`src/core/mon_entry_pkg.sv`:
```
package mon_entry_pkg;
   localparam logic [15:0] RST_VEC_USER = 16'hfffe;
   localparam logic [15:0] SWI_VEC_USER = 16'hfffc;
   localparam logic [15:0] RST_VEC_MON = 16'hfefe;
   localparam logic [15:0] SWI_VEC_MON = 16'hfefc;
   localparam logic [7:0] BLANK_BYTE = 8'hff;
   localparam int BAUD_DIV = 278;
   localparam int SEC_BYTES = 8;
   localparam int BREAK_BITS = 10;
   localparam int DATA_BITS = 8;
   localparam int ECHO_GAP_BITS = 2;
   localparam int BUS_DIV_NORMAL_LOW = 2;
   localparam int BUS_DIV_NORMAL_HIGH = 4;
   localparam int BUS_DIV_FORCED = 4;
   localparam int EXTRA_RESET_CYCLES = 16;
endpackage

```
`src/core/mon_entry_ctrl.sv`:
```
`timescale 1ns/1ps
module mon_entry_ctrl #(
   parameter int BIT_CLKS = mon_entry_pkg::BAUD_DIV
) (
   input wire logic clk, // system clock, one bus cycle per edge
   input wire logic rst, // async reset, active high
   input wire logic reset_pin_n, // external reset pin level
   input wire logic irq_test_voltage, // test voltage seen on interrupt pin
   input wire logic rst_test_voltage, // test voltage seen on reset pin
   input wire logic rst_vec_blank, // reset vector reads as blank
   input wire logic secondary_serial_select_pin, // entry select level
   input wire logic mode_select_zero_pin, // entry select level
   input wire logic mode_select_one_pin, // entry select level
   input wire logic divider_select_pin, // divider select level
   input wire logic monitor_serial_in, // serial pin level
   output logic monitor_serial_out, // serial pin drive value (always 0)
   output logic monitor_serial_oe, // high while pulling serial pin low
   output logic monitor_mode, // monitor mode latched
   output logic forced_mode, // forced entry latched
   output logic [2:0] bus_div, // bus clock divide ratio of input
   output logic osc_bypass, // generator output equals crystal clock
   output logic watchdog_disable, // watchdog held off
   output logic extra_reset, // internal extra reset request
   output logic [15:0] reset_vector_addr, // reset vector fetch address
   output logic [15:0] swi_vector_addr, // swi and break vector address
   output logic security_done, // all security bytes received
   output logic [7:0] rx_data, // last received byte
   output logic rx_valid // one-cycle pulse per received byte
);
   // ***********************************************
   // entry capture
   // ***********************************************
   logic reset_pin_d_r;
   logic monitor_r, forced_r, div_hi_r, extra_done_r, extra_r;
   logic [4:0] extra_cnt_r;
   wire release_edge = reset_pin_n & ~reset_pin_d_r;
   wire pins_ok = ~secondary_serial_select_pin & mode_select_zero_pin &
                  ~mode_select_one_pin & monitor_serial_in;
   wire normal_req = irq_test_voltage & pins_ok;
   wire forced_req = ~irq_test_voltage & rst_vec_blank & monitor_serial_in
                     & ~secondary_serial_select_pin;

   always_ff @(posedge clk or posedge rst) begin
      if (rst) begin
         reset_pin_d_r <= 1'b0;
         monitor_r <= 1'b0;
         forced_r <= 1'b0;
         div_hi_r <= 1'b0;
      end else begin
         reset_pin_d_r <= reset_pin_n;
         if (release_edge) begin
            monitor_r <= normal_req | forced_req;
            forced_r <= forced_req;
            div_hi_r <= divider_select_pin & normal_req;
         end
      end
   end

   // extra reset once per power-up when entering with blank vector
   always_ff @(posedge clk or posedge rst) begin
      if (rst) begin
         extra_done_r <= 1'b0;
         extra_r <= 1'b0;
         extra_cnt_r <= 5'h00;
      end else if (extra_r) begin
         extra_cnt_r <= extra_cnt_r + 5'h01;
         if (extra_cnt_r == 5'(mon_entry_pkg::EXTRA_RESET_CYCLES - 1))
            extra_r <= 1'b0;
      end else if (release_edge && rst_vec_blank && !extra_done_r &&
                   (normal_req || forced_req)) begin
         extra_r <= 1'b1;
         extra_done_r <= 1'b1;
         extra_cnt_r <= 5'h00;
      end
   end
   assign extra_reset = extra_r;
   assign monitor_mode = monitor_r;
   assign forced_mode = forced_r;

   // ***********************************************
   // clocking, watchdog, vectors
   // ***********************************************
   assign bus_div = (forced_r || div_hi_r) ?
                    3'(mon_entry_pkg::BUS_DIV_NORMAL_HIGH) :
                    3'(mon_entry_pkg::BUS_DIV_NORMAL_LOW);
   assign osc_bypass = monitor_r & ~forced_r & ~div_hi_r;
   assign watchdog_disable = monitor_r &
      (forced_r | irq_test_voltage | rst_test_voltage);
   // full 16-bit vector addresses
   assign reset_vector_addr = monitor_r ? mon_entry_pkg::RST_VEC_MON :
                              mon_entry_pkg::RST_VEC_USER;
   assign swi_vector_addr = monitor_r ? mon_entry_pkg::SWI_VEC_MON :
                            mon_entry_pkg::SWI_VEC_USER;

   // ***********************************************
   // serial engine
   // ***********************************************
   typedef enum logic [2:0] {
      S_IDLE = 3'b000, S_RX = 3'b001, S_GAP = 3'b011,
      S_TX = 3'b010, S_BRK = 3'b110
   } ser_state_e;
   ser_state_e state_r, state_nxt;
   logic [8:0] bit_cnt_r;
   logic [3:0] bits_r;
   logic [7:0] sh_r, tx_r;
   logic [3:0] sec_cnt_r;
   logic drive_low_r, valid_r;
   wire bit_end = bit_cnt_r == 9'(BIT_CLKS - 1);
   wire mid_bit = bit_cnt_r == 9'(BIT_CLKS / 2);
   wire sec_last = sec_cnt_r == 4'(mon_entry_pkg::SEC_BYTES - 1);
   wire rx_last = bits_r == 4'(mon_entry_pkg::DATA_BITS);
   wire gap_last = bits_r == 4'(mon_entry_pkg::ECHO_GAP_BITS - 1);
   wire tx_last = bits_r == 4'(mon_entry_pkg::DATA_BITS + 1);
   wire brk_last = bits_r == 4'(mon_entry_pkg::BREAK_BITS - 1);

   always_comb begin
      state_nxt = state_r;
      case (state_r)
         S_IDLE: if (monitor_r && !monitor_serial_in) state_nxt = S_RX;
         S_RX: if (bit_end && rx_last) state_nxt = S_GAP;
         S_GAP: if (bit_end && gap_last) state_nxt = S_TX;
         S_TX: if (bit_end && tx_last)
            state_nxt = (!security_done && sec_last) ? S_BRK : S_IDLE;
         S_BRK: if (bit_end && brk_last) state_nxt = S_IDLE;
         default: state_nxt = S_IDLE;
      endcase
   end

   always_ff @(posedge clk or posedge rst) begin
      if (rst) begin
         state_r <= S_IDLE;
         bit_cnt_r <= 9'h000;
         bits_r <= 4'h0;
      end else begin
         state_r <= state_nxt;
         if (state_nxt != state_r || bit_end) bit_cnt_r <= 9'h000;
         else bit_cnt_r <= bit_cnt_r + 9'h001;
         if (state_nxt != state_r) bits_r <= 4'h0;
         else if (bit_end) bits_r <= bits_r + 4'h1;
      end
   end

   always_ff @(posedge clk or posedge rst) begin
      if (rst) begin
         sh_r <= 8'h00;
         tx_r <= 8'h00;
         valid_r <= 1'b0;
         sec_cnt_r <= 4'h0;
         security_done <= 1'b0;
      end else begin
         valid_r <= 1'b0;
         // lsb first; the start bit sample is discarded
         if (state_r == S_RX && mid_bit && bits_r != 4'h0)
            sh_r <= {monitor_serial_in, sh_r[7:1]};
         if (state_r == S_RX && bit_end && rx_last) begin
            tx_r <= sh_r;
            valid_r <= 1'b1;
         end
         if (state_r == S_TX && bit_end && tx_last && !security_done) begin
            if (sec_last) security_done <= 1'b1;
            else sec_cnt_r <= sec_cnt_r + 4'h1;
         end
      end
   end
   assign rx_data = tx_r;
   assign rx_valid = valid_r;

   // bit slot that the echo will show after this edge: 0 start, 1..8 data
   wire [3:0] tx_bit_nxt = (state_r != S_TX) ? 4'h0 :
                           (bit_end ? bits_r + 4'h1 : bits_r);
   wire [3:0] tx_idx = tx_bit_nxt - 4'h1;
   wire tx_low = (tx_bit_nxt == 4'h0) ||
                 ((tx_bit_nxt <= 4'(mon_entry_pkg::DATA_BITS)) &&
                  !tx_r[tx_idx[2:0]]);

   // only ever pulls low; pullup supplies the high level
   always_ff @(posedge clk or posedge rst) begin
      if (rst) drive_low_r <= 1'b0;
      else case (state_nxt)
         S_TX: drive_low_r <= tx_low;
         S_BRK: drive_low_r <= 1'b1;
         default: drive_low_r <= 1'b0;
      endcase
   end
   assign monitor_serial_oe = drive_low_r;
   assign monitor_serial_out = 1'b0;
endmodule

```
`config.mk`:
```
export PLATFORM = sky130hd
export DESIGN_NAME = mon_entry_ctrl
export DESIGN_NICKNAME = d
export VERILOG_FILES = /design/src/core/mon_entry_pkg.sv /design/src/core/mon_entry_ctrl.sv
export SDC_FILE = /design/constraint.sdc
export NUM_CORES = 1
export LEC_CHECK = 0
export BUFFER_PORTS_ARGS = -buffer_cell sky130_fd_sc_hd__buf_2
export CELL_PAD_IN_SITES_DETAIL_PLACEMENT = 0
export CELL_PAD_IN_SITES_GLOBAL_PLACEMENT = 1
export CORE_MARGIN = 4
export CORE_UTILIZATION = 46
export CTS_BUF_LIST = sky130_fd_sc_hd__clkbuf_8
export DETAILED_ROUTE_END_ITERATION = 10
export GPL_ROUTABILITY_DRIVEN = 0
export HOLD_SLACK_MARGIN = 0.05
export PLACE_DENSITY_LB_ADDON = 0.1
export SLEW_MARGIN = 10
export SYNTH_ARGS = -nofsm -noshare
export SYNTH_HDL_FRONTEND = slang
export SYNTH_SLANG_ARGS = --single-unit
```
`constraint.sdc`:
```
create_clock -name clk -period 5.3 [get_ports clk]
set_input_delay 1.59 -clock clk [delete_from_list [all_inputs] [get_ports clk]]
set_output_delay 1.59 -clock clk [all_outputs]
set_load 0.01 [all_outputs]
```
* Word level (Yosys, flattened, before mapping) *
Cells that the tools add are included.
Widths: inputs -> output; s select.

word-level totals
  word-level logic and storage cells = 115
  register bits = 50
  input port bits = 11
  output and inout port bits = 52

cells by class
  bitwise operators = 23
  $add $sub $neg = 5
  equality and inequality tests = 15
  order comparisons = 2
  multiplexer cells = 23
  reductions and logical operators = 31

operators by type and width
  kind                 number
  $mux 9               3
  $mux 3               7
  $logic_and 1x1->1    16
  $pmux 3 s5           1
  $and 1x1->1          12
  $mux 4               3
  $mux 5               2
  $add 9x1->9 const B  1
  $eq 3x2->1 const B   3
  $eq 9x8->1 const B   1
  $eq 9x9->1 const B   1
  $add 4x1->4 const B  2
  $eq 4x4->1 const B   2
  $not 1->1            8
  $eq 3x3->1 const B   2
  $reduce_and 2->1     3
  $add 5x1->5 const B  1
  $eq 5x4->1 const B   1
  $mux 1               5
  $eq 4x1->1 const B   1
  $eq 4x3->1 const B   1
  $le 4x4->1 const B   1
  $logic_not 1->1      4
  $logic_not 4->1      1
  12 further kinds     17

* Longest topological paths before layout *
  depth in word-level cells = 10
  depth in mapped cells = 12
  mapped depth without buffers = 11

* Worst setup path before layout *
OpenSTA, ideal clock, no wires.

  path kind = input-to-output
  start point = in irq_test_voltage
  end point = out watchdog_disable
  required time = 3,710 ps
  arrival = 1,824 ps
  cell stages on the path = 2
  path buffers = 0
  setup slack = 1,886 ps
  cell sequence = nor3_1 -> nor2_1

between the ends
  word-level cells in the longest chain between the ends = 3

RTL lines
  what                      RTL line              source
  start: declaration        mon_entry_ctrl.sv:8   input wire logic irq_test_voltage,
  $or 1x1->1 (2 in series)  mon_entry_ctrl.sv:88  (forced_r | irq_test_voltage | rst_test_voltage);
  $and 1x1->1               mon_entry_ctrl.sv:87  assign watchdog_disable = monitor_r &
  end: declaration          mon_entry_ctrl.sv:22  output logic watchdog_disable,

Every way passes these cells.

* Final worst setup path *
Same ends and word-level chain as after synthesis.

==> results.toml <==
[setup_path]
crit_top_cell = "buf_2"
required_ns = 3.71
crit_arrival_ns = 2.06
worst_setup_path_end_kind = "output port"
critical_path.startpoint_type = "input pin"
critical_path_class = "in2out"
crit_buf_inv = 2
slowest_delay_ns = 0.16
crit_chain = "buf_2 -> nor3_1 -> nor2_1 -> buf_2"
path_delay_family = "buffers and inverters"
crit_slowest_cell = "nor3_1"
critical_path.max_fanout = 5

[sta]
drv_slew = 0
finalCritPeriodShare_pct = 68.9
fmax_ghz = 0.274
clock_skew_ns = 0.00489
period_minus_slack_ns = 3.65
rsz0062_at_grt = "no"
fin_ws_ns = 1.65
fin_setup_tns_ns = 0
setup_viol = 0
relSlewSlack_pct = 31.4
finalHoldViolCount = 0
tightestPinTransition_ns = 1.03

[yosys]
yosys_register_bits = 50
synthMuxAreaShare_pct = 9.14
synth.avg_cell_area_um2 = 10.4
synth_top_family_by_area = "simple AND/OR/NAND/NOR gates"
synthCells = 264
synth_xor_area_share_pct = 3.50
synth_adder_area_share_pct = 4.09
synth-main-ff-cell = "dfrtp_1"
synth_edf_count = 0
synth_simple_gate_area_share_pct = 18.2
synth_compound_area_share_pct = 7.55
syn_area_um2 = 2750
synth_cell_type_count = 47
async_reset_ff_share_pct = 100
ys.warnings.count = 0
ys_seq_area_share_pct = 45.5

[detailed_routing]
via_count = 1832
vias_per_cell = 4.99
antenna_left = 0
routedWlPerCell_um = 13.4
wl_mm = 4.93
first_pass_iters = 4
drtIter0Drc = 80
drc = 0

[grt]
grt_usage_pct = 14.5
grt_pass1_wl_mm = 8.51
grt_max_degree = 51
globalRouteOverflowTotal = 0
grt_pass1_vias = 1782
antenna_found_initial = 0

[cells_and_area]
synthToLayoutAreaGrowth_pct = 6.55
utilization_pct = 51.9
n_antenna_cell = 0
final_nets = 314
final_cell_mix = "dfrtp_1, conb_1, buf_2"
final_common_cell = "dfrtp_1"
fin_area_um2 = 2930
final_cells = 367
n_fill_cell = 510
drive_gt1_share_pct = 19.7

[floorplanning]
die-height_um = 85.3
core_area_um2 = 5640
rows = 27
ios = 63
die-area_um2 = 7280
initial_core_util_pct = 48.7
die_width_um = 85.3

[clock_network]
cts_resized = 0
cts.sinks = 50
numCtsBuffers = 5
cts_max_level = 2
cts_hold_buf = 0
insertion_delay_ns = 0.30
cts_tree = "done"
clkTransAtPathRegs_ns = 0.09
cts_setup_buffers = 0
clockBufferDepth = 2
cts_root_buffer = "clkbuf_8"

[placed_design]
dp_slack_ns = 1.65
port_buffers = 30
dp_cells = 359
dp.final_hpwl_mm = 3.54
postPlaceCellArea_um2 = 2820

[power]
p_comb_share_pct = 17.3
p_clk_share_pct = 29.2
power_density_nw_per_um2 = 312
total_leakage_power_nw = 1.48
p_switching_mw = 0.273
intPower_mw = 0.640
peakVddDrop_v = 0.000213
p_seq_share_pct = 53.4
p_sw_share_pct = 29.9

[run_status]
run_status = "finished clean"

[run]
drv_cap = 0

[hold_path]
hold_class = "reg2reg"
-- worst reg2reg max path: stages, from the launching register on --
cell and delay, ns:
dfrtp_1 0.41, inv_1 0.06, ha_1 0.12, and4bb_2 0.35
and2_1 0.40, a21oi_1 0.15, or2_2 0.30, ha_1 0.34
mux4_1 0.56, a41oi_1 0.26, and3_1 0.18
-- Yosys cell counts, types with 2 or more instances --
cell / n / area (um2)
dfrtp_1: 50 / 1250
buf_4: 34 / 255
nor2_1: 21 / 78.8
nand2_1: 19 / 71.3
nand3_1: 12 / 60.1
inv_1: 11 / 41.3
mux2_2: 11 / 124
ha_1: 9 / 113
o21ai_0: 8 / 40.0
xor2_1: 8 / 70.1
a21oi_1: 7 / 35.0
mux2_1: 7 / 78.8
nand2b_1: 7 / 43.8
and3_1: 5 / 31.3
nand4_1: 5 / 31.3
or3_1: 4 / 25.0
and2_1: 3 / 18.8
xnor2_1: 3 / 26.3
a31oi_1: 2 / 12.5
and4bb_2: 2 / 25.0
buf_6: 2 / 22.5
conb_1: 2 / 7.51
nor2b_1: 2 / 12.5
nor3_1: 2 / 10.0
nor4_1: 2 / 12.5
nor4bb_1: 2 / 20.0
o211ai_1: 2 / 15.0
o21ai_1: 2 / 10.0
or2_2: 2 / 12.5
-- flip-flops by register name, summed over array words and instances, names as in the netlist --
register	count
security_done	1
monitor_serial_oe	1
sh_r	8
extra_cnt_r	5
reset_pin_d_r	1
rx_data	8
forced_mode	1
bits_r	4
extra_reset	1
state_r	3
extra_done_r	1
sec_cnt_r	4
rx_valid	1
div_hi_r	1
monitor_mode	1
bit_cnt_r	9
-- metrics by stage --
step	total power, mW	hold slack (ns)
finish	0.914	0.479
global route	0.981	0.533
CTS	0.927	0.491
detailed placement	0.658	0.462
global placement	0.656	0.467
floorplan	0.632	0.436
-- per-layer routing --
layer  vias up  share of wire, %  track usage, %
li1        906                 -               -
met3         5               5.9            3.40
met2        55                47            23.4
met1       866                46            19.3
met5         -                 0               0
met4         0               1.1            4.32
-- worst paths after layout --
| path | startpoint | end | slack, ns | cells after the start |
|---|---|---|---|---|
| hold reg to reg | extra_done_r$_DFFE_PP0P_ | extra_done_r$_DFFE_PP0P_ | 0.48 | 1 |
| min in group asynchronous | rst | sh_r[1]$_DFFE_PP0P_ | 1.53 | 2 |
| setup reg to reg | bit_cnt_r[1]$_DFF_PP0_ | monitor_serial_oe$_DFF_PP0_ | 2.11 | 10 |
| hold / removal | extra_done_r$_DFFE_PP0P_ | extra_done_r$_DFFE_PP0P_ | 0.48 | 1 |
| max in group asynchronous | rst | sec_cnt_r[2]$_DFFE_PP0P_ | 3.14 | 2 |
| setup / recovery | irq_test_voltage | watchdog_disable | 1.65 | 4 |
-- final cells by class --
cell class	instances	area, um2	area share, %
Inverter	11	41.3	1.41
Multi-Input combinational cell	196	1290	43.9
Timing Repair Buffer	30	150	5.12
Clock buffer	5	68.8	2.35
Sequential cell	50	1250	42.7
Tap cell	72	90.1	3.07
Clock inverter	3	41.3	1.41
-- cell families (layout without fill, tap and decap cells) --
kind of cell	after synthesis	in the layout
and+or+nand+nor	93	93
DFF	50	50
buffers and inverters	48	49
AOI/OAI and AO/OA	31	31
muxes	20	20
xor gates and xnor gates	11	11
adders and majority gates	9	9
other	2	32
-- power groups by stage --
| stage | clock (mW) | sequential (mW) | combinational, mW |
|---|---|---|---|
| after detailed placement | 0 | 0.497 | 0.161 |
| after global routing | 0.294 | 0.499 | 0.187 |
| after global placement | 0 | 0.497 | 0.158 |
| after floorplan | 0 | 0.481 | 0.151 |
| final | 0.267 | 0.488 | 0.158 |
| after CTS | 0.276 | 0.489 | 0.161 |
Power figures use the tool's default switching activity.
